## src/inc/uisc_params.svh

```systemverilog
/*
  Register offsets, field positions and reset values of the serial-port
  event status, enable and clear logic. Assumes inclusion by bare name.
*/
`ifndef UISC_PARAMS_SVH
`define UISC_PARAMS_SVH

`define UISC_ADDR_W        8
`define UISC_DATA_W        32
`define UISC_NUM_EVT       11
`define UISC_OFS_ENABLE    8'h38
`define UISC_OFS_RAW       8'h3c
`define UISC_OFS_MASKED    8'h40
`define UISC_OFS_CLEAR     8'h44
`define UISC_EVT_RESET     11'h000
`define UISC_RDATA_RESET   32'h0000_0000
`define UISC_RSVD_W        21

`define UISC_BIT_OVERRUN   10
`define UISC_BIT_BREAK     9
`define UISC_BIT_PARITY    8
`define UISC_BIT_FRAMING   7
`define UISC_BIT_RX_TMO    6
`define UISC_BIT_TX_EVT    5
`define UISC_BIT_RX_EVT    4
`define UISC_BIT_DSR       3
`define UISC_BIT_DCD       2
`define UISC_BIT_CTS       1
`define UISC_BIT_TXCMP     0

`endif

```

## src/inc/uisc_pkg.sv

```systemverilog
/*
  Types shared by the serial-port event status logic.
  Assumes uisc_params.svh is on the include path.
*/
`include "uisc_params.svh"

package uisc_pkg;
  typedef logic [`UISC_NUM_EVT-1:0] uisc_evt_t;
  typedef logic [`UISC_ADDR_W-1:0]  uisc_addr_t;
  typedef logic [`UISC_DATA_W-1:0]  uisc_data_t;
endpackage : uisc_pkg

```

## src/hw/uisc_event_ctrl.sv

```systemverilog
/*
  Event status, enable and clear registers of one serial-port instance,
  with one level interrupt output.
  Each event input sets a sticky raw bit; software clears it by writing
  a one to the matching clear bit, and an event wins over a clear that
  lands in the same cycle. The enable register gates the masked status,
  and the interrupt is high while any masked bit is set.
  Reserved bits read as zero and ignore writes; unmapped offsets read zero.
  Assumes a single synchronous clock, event inputs as one-cycle or level
  pulses from the serial datapath, and a plain strobe register port with
  read data in the cycle after the read strobe only.
  An event input held high keeps setting its bit, so a clear only sticks
  once the source has dropped it.
  A second instance is made by instantiating this module again; the
  window base decode sits outside this block.
*/
// Design decision made here: strobed register access.
`timescale 1ns/1ps
`include "uisc_params.svh"

// Contract
// - Raw status read-only, reset zero; overrun bit10, break 9, parity 8, framing 7.
// - Raw status has receive timeout bit6, transmit bit5, receive bit4.
// - Raw status has DSR change bit3, DCD bit2, CTS bit1, transmit-complete bit0.
// - Masked status read-only, reset zero, equals raw status AND enable per bit.
// - Clear register write-only; writing a bit clears the matching pending status.
// - Bits 31 to 11 of these registers read zero; writes there ignored.
// - Two independent identical instances at same offsets in separate windows.
// - Enable register at 0x38, read-write, reset zero, same bit layout.
module uisc_event_ctrl
  import uisc_pkg::*;
(
  input  wire logic       ref_clk,
  input  wire logic       rstn,
  input  wire logic       overrun_evt,
  input  wire logic       break_error_evt,
  input  wire logic       parity_error_evt,
  input  wire logic       framing_error_evt,
  input  wire logic       rx_timeout_evt,
  input  wire logic       transmit_evt,
  input  wire logic       receive_evt,
  input  wire logic       modem_dataset_ready_evt,
  input  wire logic       modem_carrier_evt,
  input  wire logic       modem_clear_to_send_evt,
  input  wire logic       transmit_complete_evt,
  input  wire uisc_addr_t addr,
  input  wire uisc_data_t wdata,
  input  wire logic       wr_en,
  input  wire logic       rd_en,
  output uisc_data_t      rdata,
  output logic            irq
);

  // Register state and next values
  uisc_evt_t  raw_event_status;
  uisc_evt_t  event_enable;
  uisc_evt_t  masked_event_status;
  uisc_evt_t  evt_in;
  uisc_evt_t  clr_mask;
  uisc_evt_t  next_raw;
  uisc_evt_t  next_enable;
  uisc_data_t next_rdata;

  // Decoded selects and strobes
  logic       sel_enable;
  logic       sel_raw;
  logic       sel_masked;
  logic       sel_clear;
  logic       enable_wr;
  logic       clear_wr;
  logic       rd_enable;
  logic       rd_raw;
  logic       rd_masked;
  logic       rd_clear;

  // Per-source raw status
  logic       overrun_raw;
  logic       break_error_raw;
  logic       parity_error_raw;
  logic       framing_error_raw;
  logic       rx_timeout_raw;
  logic       transmit_event_raw;
  logic       receive_event_raw;
  logic       modem_dataset_ready_raw;
  logic       modem_carrier_raw;
  logic       modem_clear_to_send_raw;
  logic       transmit_complete_raw;

  // Per-source enables
  logic       overrun_enable;
  logic       break_error_enable;
  logic       parity_error_enable;
  logic       framing_error_enable;
  logic       rx_timeout_enable;
  logic       transmit_event_enable;
  logic       receive_event_enable;
  logic       modem_dataset_ready_enable;
  logic       modem_carrier_enable;
  logic       modem_clear_to_send_enable;
  logic       transmit_complete_enable;

  // Per-source masked status
  logic       overrun_masked;
  logic       break_error_masked;
  logic       parity_error_masked;
  logic       framing_error_masked;
  logic       rx_timeout_masked;
  logic       transmit_event_masked;
  logic       receive_event_masked;
  logic       modem_dataset_ready_masked;
  logic       modem_carrier_masked;
  logic       modem_clear_to_send_masked;
  logic       transmit_complete_masked;

  // Per-source clear strobes
  logic       overrun_clear;
  logic       break_error_clear;
  logic       parity_error_clear;
  logic       framing_error_clear;
  logic       rx_timeout_clear;
  logic       transmit_event_clear;
  logic       receive_event_clear;
  logic       modem_dataset_ready_clear;
  logic       modem_carrier_clear;
  logic       modem_clear_to_send_clear;
  logic       transmit_complete_clear;

  // Only the offset is decoded, so every instance answers at the same offsets
  function automatic logic hit(input uisc_addr_t a, input uisc_addr_t ofs);
    hit = (a == ofs);
  endfunction : hit

  // Reserved upper bits of every status word read as zero
  function automatic uisc_data_t to_word(input uisc_evt_t v);
    to_word = {{`UISC_RSVD_W{1'b0}}, v};
  endfunction : to_word

  // Event inputs placed at their status bit positions
  always_comb begin
    evt_in                      = `UISC_EVT_RESET;
    evt_in[`UISC_BIT_OVERRUN]   = overrun_evt;
    evt_in[`UISC_BIT_BREAK]     = break_error_evt;
    evt_in[`UISC_BIT_PARITY]    = parity_error_evt;
    evt_in[`UISC_BIT_FRAMING]   = framing_error_evt;
    evt_in[`UISC_BIT_RX_TMO]    = rx_timeout_evt;
    evt_in[`UISC_BIT_TX_EVT]    = transmit_evt;
    evt_in[`UISC_BIT_RX_EVT]    = receive_evt;
    evt_in[`UISC_BIT_DSR]       = modem_dataset_ready_evt;
    evt_in[`UISC_BIT_DCD]       = modem_carrier_evt;
    evt_in[`UISC_BIT_CTS]       = modem_clear_to_send_evt;
    evt_in[`UISC_BIT_TXCMP]     = transmit_complete_evt;
  end

  // Bus selects, one per mapped offset
  assign sel_enable = hit(addr, `UISC_OFS_ENABLE);
  assign sel_raw    = hit(addr, `UISC_OFS_RAW);
  assign sel_masked = hit(addr, `UISC_OFS_MASKED);
  assign sel_clear  = hit(addr, `UISC_OFS_CLEAR);

  // Raw and masked status have no write path, so writes there are ignored
  assign enable_wr  = wr_en && sel_enable;
  assign clear_wr   = wr_en && sel_clear;

  assign rd_enable  = rd_en && sel_enable;
  assign rd_raw     = rd_en && sel_raw;
  assign rd_masked  = rd_en && sel_masked;
  assign rd_clear   = rd_en && sel_clear;

  // Only the low bits of a clear write matter; upper bits are dropped
  assign overrun_clear             = clear_wr && wdata[`UISC_BIT_OVERRUN];
  assign break_error_clear         = clear_wr && wdata[`UISC_BIT_BREAK];
  assign parity_error_clear        = clear_wr && wdata[`UISC_BIT_PARITY];
  assign framing_error_clear       = clear_wr && wdata[`UISC_BIT_FRAMING];
  assign rx_timeout_clear          = clear_wr && wdata[`UISC_BIT_RX_TMO];
  assign transmit_event_clear      = clear_wr && wdata[`UISC_BIT_TX_EVT];
  assign receive_event_clear       = clear_wr && wdata[`UISC_BIT_RX_EVT];
  assign modem_dataset_ready_clear = clear_wr && wdata[`UISC_BIT_DSR];
  assign modem_carrier_clear       = clear_wr && wdata[`UISC_BIT_DCD];
  assign modem_clear_to_send_clear = clear_wr && wdata[`UISC_BIT_CTS];
  assign transmit_complete_clear   = clear_wr && wdata[`UISC_BIT_TXCMP];

  always_comb begin
    clr_mask                    = `UISC_EVT_RESET;
    clr_mask[`UISC_BIT_OVERRUN] = overrun_clear;
    clr_mask[`UISC_BIT_BREAK]   = break_error_clear;
    clr_mask[`UISC_BIT_PARITY]  = parity_error_clear;
    clr_mask[`UISC_BIT_FRAMING] = framing_error_clear;
    clr_mask[`UISC_BIT_RX_TMO]  = rx_timeout_clear;
    clr_mask[`UISC_BIT_TX_EVT]  = transmit_event_clear;
    clr_mask[`UISC_BIT_RX_EVT]  = receive_event_clear;
    clr_mask[`UISC_BIT_DSR]     = modem_dataset_ready_clear;
    clr_mask[`UISC_BIT_DCD]     = modem_carrier_clear;
    clr_mask[`UISC_BIT_CTS]     = modem_clear_to_send_clear;
    clr_mask[`UISC_BIT_TXCMP]   = transmit_complete_clear;
  end

  // Set beats clear so an event landing on a clear write is not lost
  for (genvar i = 0; i < `UISC_NUM_EVT; i++) begin : g_next_raw
    assign next_raw[i] = (raw_event_status[i] & ~clr_mask[i]) | evt_in[i];
  end

  always_ff @(posedge ref_clk) begin
    if (!rstn) begin
      raw_event_status <= `UISC_EVT_RESET;
    end else begin
      raw_event_status <= next_raw;
    end
  end

  // Named views of the raw status
  assign overrun_raw             = raw_event_status[`UISC_BIT_OVERRUN];
  assign break_error_raw         = raw_event_status[`UISC_BIT_BREAK];
  assign parity_error_raw        = raw_event_status[`UISC_BIT_PARITY];
  assign framing_error_raw       = raw_event_status[`UISC_BIT_FRAMING];
  assign rx_timeout_raw          = raw_event_status[`UISC_BIT_RX_TMO];
  assign transmit_event_raw      = raw_event_status[`UISC_BIT_TX_EVT];
  assign receive_event_raw       = raw_event_status[`UISC_BIT_RX_EVT];
  assign modem_dataset_ready_raw = raw_event_status[`UISC_BIT_DSR];
  assign modem_carrier_raw       = raw_event_status[`UISC_BIT_DCD];
  assign modem_clear_to_send_raw = raw_event_status[`UISC_BIT_CTS];
  assign transmit_complete_raw   = raw_event_status[`UISC_BIT_TXCMP];

  // Named views of the enables
  assign overrun_enable             = event_enable[`UISC_BIT_OVERRUN];
  assign break_error_enable         = event_enable[`UISC_BIT_BREAK];
  assign parity_error_enable        = event_enable[`UISC_BIT_PARITY];
  assign framing_error_enable       = event_enable[`UISC_BIT_FRAMING];
  assign rx_timeout_enable          = event_enable[`UISC_BIT_RX_TMO];
  assign transmit_event_enable      = event_enable[`UISC_BIT_TX_EVT];
  assign receive_event_enable       = event_enable[`UISC_BIT_RX_EVT];
  assign modem_dataset_ready_enable = event_enable[`UISC_BIT_DSR];
  assign modem_carrier_enable       = event_enable[`UISC_BIT_DCD];
  assign modem_clear_to_send_enable = event_enable[`UISC_BIT_CTS];
  assign transmit_complete_enable   = event_enable[`UISC_BIT_TXCMP];

  // Each masked bit is its raw bit gated by its own enable
  assign overrun_masked             = overrun_raw & overrun_enable;
  assign break_error_masked         = break_error_raw & break_error_enable;
  assign parity_error_masked        = parity_error_raw & parity_error_enable;
  assign framing_error_masked       = framing_error_raw & framing_error_enable;
  assign rx_timeout_masked          = rx_timeout_raw & rx_timeout_enable;
  assign transmit_event_masked      = transmit_event_raw & transmit_event_enable;
  assign receive_event_masked       = receive_event_raw & receive_event_enable;
  assign modem_dataset_ready_masked = modem_dataset_ready_raw & modem_dataset_ready_enable;
  assign modem_carrier_masked       = modem_carrier_raw & modem_carrier_enable;
  assign modem_clear_to_send_masked = modem_clear_to_send_raw & modem_clear_to_send_enable;
  assign transmit_complete_masked   = transmit_complete_raw & transmit_complete_enable;

  always_comb begin
    masked_event_status                    = `UISC_EVT_RESET;
    masked_event_status[`UISC_BIT_OVERRUN] = overrun_masked;
    masked_event_status[`UISC_BIT_BREAK]   = break_error_masked;
    masked_event_status[`UISC_BIT_PARITY]  = parity_error_masked;
    masked_event_status[`UISC_BIT_FRAMING] = framing_error_masked;
    masked_event_status[`UISC_BIT_RX_TMO]  = rx_timeout_masked;
    masked_event_status[`UISC_BIT_TX_EVT]  = transmit_event_masked;
    masked_event_status[`UISC_BIT_RX_EVT]  = receive_event_masked;
    masked_event_status[`UISC_BIT_DSR]     = modem_dataset_ready_masked;
    masked_event_status[`UISC_BIT_DCD]     = modem_carrier_masked;
    masked_event_status[`UISC_BIT_CTS]     = modem_clear_to_send_masked;
    masked_event_status[`UISC_BIT_TXCMP]   = transmit_complete_masked;
  end

  // Level output; stays high until every set bit is cleared or masked
  assign irq = |masked_event_status;

  always_comb begin
    next_enable = event_enable;
    if (enable_wr) begin
      next_enable = wdata[`UISC_NUM_EVT-1:0];
    end
  end

  always_ff @(posedge ref_clk) begin
    if (!rstn) begin
      event_enable <= `UISC_EVT_RESET;
    end else begin
      event_enable <= next_enable;
    end
  end

  // Read data valid in the cycle after the strobe only; zero otherwise
  always_comb begin
    next_rdata = `UISC_RDATA_RESET;
    if (rd_raw) begin
      next_rdata = to_word(raw_event_status);
    end else if (rd_masked) begin
      next_rdata = to_word(masked_event_status);
    end else if (rd_enable) begin
      next_rdata = to_word(event_enable);
    end else if (rd_clear) begin
      next_rdata = `UISC_RDATA_RESET;
    end
  end

  always_ff @(posedge ref_clk) begin
    if (!rstn) begin
      rdata <= `UISC_RDATA_RESET;
    end else begin
      rdata <= next_rdata;
    end
  end

endmodule : uisc_event_ctrl

```

## config.mk

```make
export PLATFORM = sky130hd
export DESIGN_NAME = uisc_event_ctrl
export DESIGN_NICKNAME = d
export VERILOG_FILES = /design/src/inc/uisc_pkg.sv /design/src/hw/uisc_event_ctrl.sv
export VERILOG_INCLUDE_DIRS = /design/src /design/src/inc
export SDC_FILE = /design/constraint.sdc
export NUM_CORES = 1
export LEC_CHECK = 0
export ABC_CLOCK_PERIOD_IN_PS = 1350
export BUFFER_PORTS_ARGS = -buffer_cell sky130_fd_sc_hd__buf_2
export CAP_MARGIN = 5
export CORE_MARGIN = 8
export CORE_UTILIZATION = 46
export CTS_BUF_LIST = sky130_fd_sc_hd__clkbuf_4 sky130_fd_sc_hd__clkbuf_8
export CTS_CLUSTER_SIZE = 16
export DETAILED_ROUTE_END_ITERATION = 8
export PLACE_DENSITY = 0.87
export SYNTH_ARGS = -nofsm -noshare
export SYNTH_HDL_FRONTEND = slang
export SYNTH_SLANG_ARGS = --single-unit
```

## constraint.sdc

```tcl
create_clock -name ref_clk -period 1.35 [get_ports ref_clk]
set_input_delay 0.0675 -clock ref_clk [delete_from_list [all_inputs] [get_ports ref_clk]]
set_output_delay 0.0675 -clock ref_clk [all_outputs]
set_load 0.01 [all_outputs]
```

# Word-level counts from Yosys, hierarchy flattened
# Index checks and enable logic that the tools add are counted.
# Widths: inputs -> output; s select.
# totals
in_bits,55
reg_bits,54
output_inout_bits,33
elab_cells,74
# classes
muxes,3
eq_ne,4
bitwise,45
n_reduce_logical,18
# ops
cell,n
$mux 11,3
$and 1x1->1,22
$eq 8x6->1 const B,2
$eq 8x7->1 const B,2
$logic_and 1x1->1,16
$not 1->1,12
$or 1x1->1,11
$reduce_or 11->1,1
$reduce_or 3->1,1

# Longest topological paths before layout
# Gate-level depths: netlist of run 1.
# depth
depth_word,6
ltp_mapped,5
ltp_nobuf,3

# Worst setup path after synthesis of run 1
# Ideal clock, no wire load.
# synth_path
path_kind,in2reg
from,input addr[6]
to,register event_enable[0]
setup_ps,72
stages,5
required_time_ps,1278
n_path_buf,2
path_slack_ps,324
arrival_time_ps,955
path_cell_list,and4b_1 > buf_2 > and4b_4 > buf_12 > mux2i_1
# synth_between
elab_chain_len,2
# synth_rtl
item,line,rtl
start: declaration,uisc_event_ctrl.sv:46,"input wire uisc_addr_t addr,"
$eq 8x6->1,uisc_event_ctrl.sv:130,hit = (a == ofs);
$logic_and 1x1->1,uisc_event_ctrl.sv:161,assign enable_wr = wr_en && sel_enable;
end signal: assignment,uisc_event_ctrl.sv:276,event_enable <= `UISC_EVT_RESET;
end signal: assignment,uisc_event_ctrl.sv:278,event_enable <= next_enable;
end: declaration,uisc_event_ctrl.sv:56,uisc_evt_t event_enable;
# No other way between the ends.
# A chain may end at the register's enable or synchronous reset.

# Worst setup path in the final report of run 1
# layout_path
from,register raw_event_status[5]
to,output irq
# layout_between
elab_chain_len,2
# layout_rtl
item,line,rtl
start: declaration,uisc_event_ctrl.sv:55,uisc_evt_t raw_event_status;
start signal: assignment,uisc_event_ctrl.sv:204,raw_event_status <= `UISC_EVT_RESET;
start signal: assignment,uisc_event_ctrl.sv:206,raw_event_status <= next_raw;
$and 1x1->1,uisc_event_ctrl.sv:242,assign transmit_event_masked = transmit_event_raw & transmit_event_enable;
$reduce_or 11->1,uisc_event_ctrl.sv:265,assign irq = |masked_event_status;
end: declaration,uisc_event_ctrl.sv:51,output logic irq
# No other way between the ends.

==> key figures, run 1 <==
Critical path
  – Crit path DAT: 1.35 ns
  – Critical path launch point type: register
  – Crit-path max FO: 2
  – Crit path capture type: primary output
  – Kind of critical path: reg2out
  – Req. time, crit path: 1.28 ns

Clock network
  – Clk buf depth: 2
  – CTS buffer count: 5
  – Root buf cell: clkbuf_4
  – TritonCTS clock tree: yes
  – H-tree levels: 2
  – Clk slew on worst S/H paths: 0.09 ns
  – Clock Latency Late Sink: 0.34 ns
  – CTS sink count: 33

Die
  – Num rows: 22
  – Die area: 5790 µm²
  – Top Ports: between 80 and 90
  – Die X: 76.1 µm
  – Die Y: between 70 and 80 µm
  – Initial Util: 46.4%
  – Core area: 3580 µm²

Route
  – Routed wl met2: 2200 µm
  – Metal1 wirelength: 1870 µm
  – DRC violations left: 0
  – Vias per cell: 5.30
  – Initial drt markers: 164
  – Final WL: 4510 µm
  – Final ANT Viol Nets: 0
  – Vias: about 1.6k
  – Post-DR wirelength/cell: ~15 µm
  – Router iterations before antenna repair: 5
  – Top routing layer in use: met4
  – WL met3: between 300 and 400 µm

Synth
  – Netlist cell types: 22
  – Sequential area share after synthesis: 39.8%
  – Synth Instances: 190
  – Synth area leaders: dfxtp_1 40%, buf_4 9.5%, a31oi_1 8.3%, mux2i_1 6.6%, nand4b_1 5.8%
  – Top-area cell type share of the netlist area: 39.8%
  – Flops & latches, synth: 33
  – EDFF count, synth: 0
  – Top-count cell post-synth: dfxtp_1
  – Top FF cell, synth: dfxtp_1
  – Async SR Flop Fraction: 0%
  – Largest area contributor in the netlist: dfxtp_1
  – Synth Warn #: 0
  – Mean Syn Cell Area: 8.75 µm²
  – Synth cell count leaders: 33 x dfxtp_1, 22 x a31oi_1, 22 x nand2_1, 21 x buf_4, 13 x nand3_1
  – Mapped Area: between 1500 and 2000 µm²

Global routing
  – Tot GR Track Use: 15.0%
  – First-pass GRT wire length: 7290 µm
  – Vias in the first global route: 1562
  – Overflow after GRT: 0
  – Antenna violations before repair: 0
  – Largest net degree at the start of global routing: 34

Finish
  – Fillers: 305
  – Multi-input logic area: roughly 840 µm²
  – Share of layout cells above drive strength 1: 30.7%
  – Total area of sequential cells: about 670 µm²
  – Layout Nets: 316
  – Area growth syn-to-layout: 32.4%
  – Ant diodes: 0

Timing
  – Final Setup Violations: 1
  – TNS Setup: -0.0653 ns
  – Tmin final: 1.42 ns
  – Setup Skew: approximately 0.0053 ns
  – Final worst slack: -0.0653 ns
  – RSZ-0062 raised after global routing: yes
  – Max-slew violation count: 0
  – Period Utilization, post-route: 105%
  – Final Hold Fails: 0
  – Hold_ws: 0.0168 ns
  – Fmax: 707 MHz

Job
  – Max-Cap Viols: 0

Power
  – Static leakage: 0.000938 µW
  – VDD IR max: about 0.00046 V
  – Pwr per Cell Area: 846 nW/µm²

Min path
  – Worst min path class: in2reg

Placed design
  – GP Congestion: 0.860
  – Final HPWL DP: 2790 µm
  – Port bufs: 45

Run status
  – Status: complete, but fails checks
  – Violated checks: negative setup slack
-- per-stage QoR --
| stage | std cells | power [µW] | util [%] | area [µm²] | setup WS (ns) |
|---|---|---|---|---|---|
| 2_1_floorplan | 210 | 1180 | - | 1740 | 0.324 |
| 3_3_place_gp | 275 | 1210 | 51.4 | 1840 | 0.201 |
| 3_5_place_dp | 275 | 1220 | 51.4 | 1840 | 0.135 |
| 4_1_cts | 309 | 1840 | 60.7 | 2170 | -0.0410 |
| 5_1_grt | 309 | 1930 | 61.5 | 2200 | -0.152 |
| 6_report | 309 | 1860 | 61.5 | 2200 | -0.0653 |
-- kinds of logic after synthesis --
| kind of cell | Yosys count | synth area share (%) |
|---|---|---|
| flip-flops | 33 | 39.8 |
| multiplexers | 11 | 6.63 |
| other | 1 | 0.226 |
| buffers and inverters | 45 | 16.3 |
| AND/OR/NAND/NOR | 62 | 22.8 |
| AO/OA/AOI/OAI | 38 | 14.3 |
-- power breakdown --
group / switching (µW) / internal, µW / total, µW
combinational: 128 / 129 / 257
sequential: 27.1 / 999 / 1030
clock: 313 / 266 / 579
total: 468 / 1390 / 1860
-- final timing paths --
| path | slack, ns | to | from | depth (start not counted) |
|---|---|---|---|---|
| hold / removal | 0.02 | raw_event_status[5] | transmit_evt | 3 |
| setup / recovery | -0.07 | irq | raw_event_status[5] | 4 |
| hold reg to reg | 0.49 | event_enable[5] | event_enable[5] | 2 |
| setup reg to reg | 0.04 | raw_event_status[1] | raw_event_status[1] | 4 |
-- cell type report --
class                           count  share of cell area, %
Clock buffer                        7                   2.67
Multi-Input combinational cell    132                   38.1
Sequential cell                    33                   30.5
Tap cell                           48                   2.73
Timing Repair Buffer               78                   24.1
Inverter                           11                   1.88
-- state kept, by name (all words and copies together) (netlist names) --
register          cells
event_enable         11
raw_event_status     11
rdata                11
-- cells in the final DEF (no fill, tap or decap), types with 11 or more instances in the layout --
cell           instances
buf_2                 45
dfxtp_1               24
a31oi_1               22
nand2_1               22
conb_1                21
dlygate4sd3_1         21
nand3_1               13
inv_1                 11
mux2i_1               11
nand3b_1              11
nand4b_1              11
buf_4                 11
-- repair_timing --
item	CTS	global route
hold endpoints to repair	21	0
endpoints found under the setup margin	1	11
hold buffers	22	0
pin swaps	2	3
buffers inserted	5	0
resized for setup	7	13
gates cloned	0	1
-- worst max-delay path: stages (launching register included) --
cell and delay (ns):
dfxtp_2 0.33, a22o_1 0.24, a221oi_2 0.18, nand3_1 0.09, buf_2 0.16
-- routing by layer --
metal  up-vias  track usage (%)
met1       755             17.5
met2        82             25.2
met4         0             7.12
met3        13             3.77
met5         -                0
li1        788                -
No activity file was read; power rests on OpenSTA's default activity.
==> inputs of run 2 (changes only) <==
--- a/config.mk
+++ b/config.mk
@@ -15,6 +15,7 @@
 export CTS_CLUSTER_SIZE = 16
 export DETAILED_ROUTE_END_ITERATION = 8
 export PLACE_DENSITY = 0.87
+export REMOVE_ABC_BUFFERS = 1
 export SYNTH_ARGS = -nofsm -noshare
 export SYNTH_HDL_FRONTEND = slang
 export SYNTH_SLANG_ARGS = --single-unit
==> key figures, run 2 (synthesized netlist as in run 1, its figures left out) <==
Route
  – Final WL: 4260 µm (-5.7%)
  – Initial drt markers: 164 (unchanged)
  – Vias: 1581 (-3.5%)
  – Final ANT Viol Nets: 0 (unchanged)
  – Vias per cell: 5.13 (-3.2%)
  – DRC violations left: 0 (unchanged)
  – Post-DR wirelength/cell: 13.8 µm (-5.4%)
  – Router iterations before antenna repair: 4 (-1)

Timing
  – Final Setup Violations: 1 (unchanged)
  – Final Hold Fails: 0 (unchanged)
  – Setup Skew: 0.00290 ns (-0.00239 ns)
  – TNS Setup: -0.113 ns (-0.0476 ns)
  – RSZ-0062 raised after global routing: yes
  – Fmax: 684 MHz (-3.3%)
  – Final worst slack: -0.113 ns (-0.0476 ns)
  – Period Utilization, post-route: 108% (+3.5 points)
  – Tmin final: 1.46 ns (+0.0476 ns)
  – Max-slew violation count: 0 (unchanged)

Clock network
  – Root buf cell: clkbuf_4
  – Clk buf depth: 2 (unchanged)
  – Clk slew on worst S/H paths: 0.09 ns (about the same)
  – Clock Latency Late Sink: 0.32 ns (-0.02 ns)
  – CTS buffer count: 5 (unchanged)
  – CTS sink count: 33 (unchanged)
  – H-tree levels: 2 (unchanged)
  – TritonCTS clock tree: yes

Placed design
  – Dpl cells: 277 (+0.73%)
  – Final HPWL DP: 2980 µm (+6.9%)
  – Dpl ws: 0.0685 ns (-0.0669 ns)
  – GP Congestion: 0.790 (-8.1%)
  – Port bufs: 45 (unchanged)

Critical path
  – Crit-path max FO: 2 (unchanged)
  – Req. time, crit path: 1.28 ns (about the same)
  – Crit path DAT: 1.40 ns (+0.05 ns)
  – Crit path capture type: primary output
  – Critical path launch point type: register
  – Worst path bufs/invs: 1 (unchanged)
  – Kind of critical path: reg2out
  – CP max stage cell: dfxtp_2
  – Critical path's top delay family: compound AO/OA/AOI/OAI gates
  – Worst-path cell chain: a22o_1, a221oi_2, nand3_1, buf_2
  – CP peak stage delay: 0.33 ns (about the same)

Run status
  – Violated checks: negative setup slack
  – Status: complete, but fails checks

Min path
  – Worst min path class: in2reg

Finish
  – Fillers: 329 (+7.9%)
  – Ant diodes: 0 (unchanged)
  – Final cell count without fillers: 308 (-0.32%)
  – Share of layout cells above drive strength 1: 30.0% (-0.65 points)
  – Biggest regs: event_enable x11, raw_event_status x11, rdata x11
  – Commonest non-fill, non-tap cells in the layout: 45 x buf_2, 25 x dfxtp_1, 22 x a31oi_1, 22 x nand2_1, 21 x conb_1
  – Area growth syn-to-layout: 30.9%
  – Layout Nets: 314 (-0.63%)
  – Commonest non-fill, non-tap cell in the layout: buf_2

Power
  – Pwr per Cell Area: 834 nW/µm² (-1.5%)
  – VDD IR max: 0.000346 V (-24%)
  – Static leakage: 0.000922 µW (-1.6%)

Global routing
  – First-pass GRT wire length: 7020 µm (-3.6%)
  – Vias in the first global route: 1572 (+0.64%)
  – Tot GR Track Use: 14.0% (-1.0 points)
  – Antenna violations before repair: 0 (unchanged)
  – Largest net degree at the start of global routing: 23 (-32%)
  – Overflow after GRT: 0 (unchanged)

Die
  – Die X: 76.1 µm (unchanged)
  – Top Ports: 88 (unchanged)
  – Die Y: 76.1 µm (unchanged)
  – Initial Util: 46.4% (unchanged)
  – Num rows: 22 (unchanged)
  – Die area: 5790 µm² (unchanged)
  – Core area: 3580 µm² (unchanged)

Job
  – Max-Cap Viols: 0 (unchanged)
run 2: worst paths after layout:
check | from | end | slack, ns | cells after the start
max | raw_event_status[5] | irq | -0.11 | 4
min | receive_evt | raw_event_status[4] | 0.003 | 3
max reg2reg | raw_event_status[2] | raw_event_status[2] | 0.05 | 4
min reg2reg | event_enable[6] | event_enable[6] | 0.48 | 2
run 2: cell type report:
class                   count  area [µm²]  area share, %
repair buffers             76         512           23.5
clock buffers               6        45.0           2.07
well taps                  48        60.1           2.76
clock inverters             2        10.0          0.460
multi-input cells         132         836           38.4
inverters                  11        41.3           1.90
flip-flops and latches     33         671           30.8
run 2: power by group:
part / switching, µW / internal [µW] / leakage, µW
clock: 323 / 218 / 0.0000354
combinational: 124 / 124 / 0.000615
sequential: 25.0 / 999 / 0.000272
total: 472 / 1340 / 0.000922
run 2: tightest hold or removal path, stage by stage:
cell     delay [ns]
buf_2          0.10
inv_1          0.04
a31oi_1        0.07
run 2: per-stage QoR:
| step | util [%] | hold WS [ns] | total power (µW) | area [µm²] |
|---|---|---|---|---|
| 2_1_floorplan | - | 0.168 | 1120 | 1510 |
| 3_3_place_gp | 51.8 | 0.265 | 1220 | 1850 |
| 3_5_place_dp | 51.8 | 0.270 | 1220 | 1850 |
| 4_1_cts | 60.0 | 0.00523 | 1800 | 2150 |
| 5_1_grt | 60.8 | 0.00549 | 1890 | 2170 |
| 6_report | 60.8 | 0.00323 | 1810 | 2170 |
run 2: repair_timing:
item | CTS | global route
setup endpoints to repair | 1 | 4
setup buffers | 3 | 0
gates cloned | 0 | 0
endpoints found under the hold margin | 16 | 0
pin swaps | 2 | 2
gates resized for setup | 5 | 10
hold buffers | 20 | 0
run 2: per-layer routing:
| layer | vias to the layer above | part of all wire [%] | routed length (µm) | GRT usage, % |
|---|---|---|---|---|
| li1 | 778 | - | - | - |
| met1 | 740 | 42 | 1800 | 15.9 |
| met2 | 59 | 49 | 2090 | 23.7 |
| met3 | 4 | 7.7 | 328 | 5.66 |
| met4 | 0 | 0.80 | 34 | 3.46 |
| met5 | - | 0 | 0 | 0 |
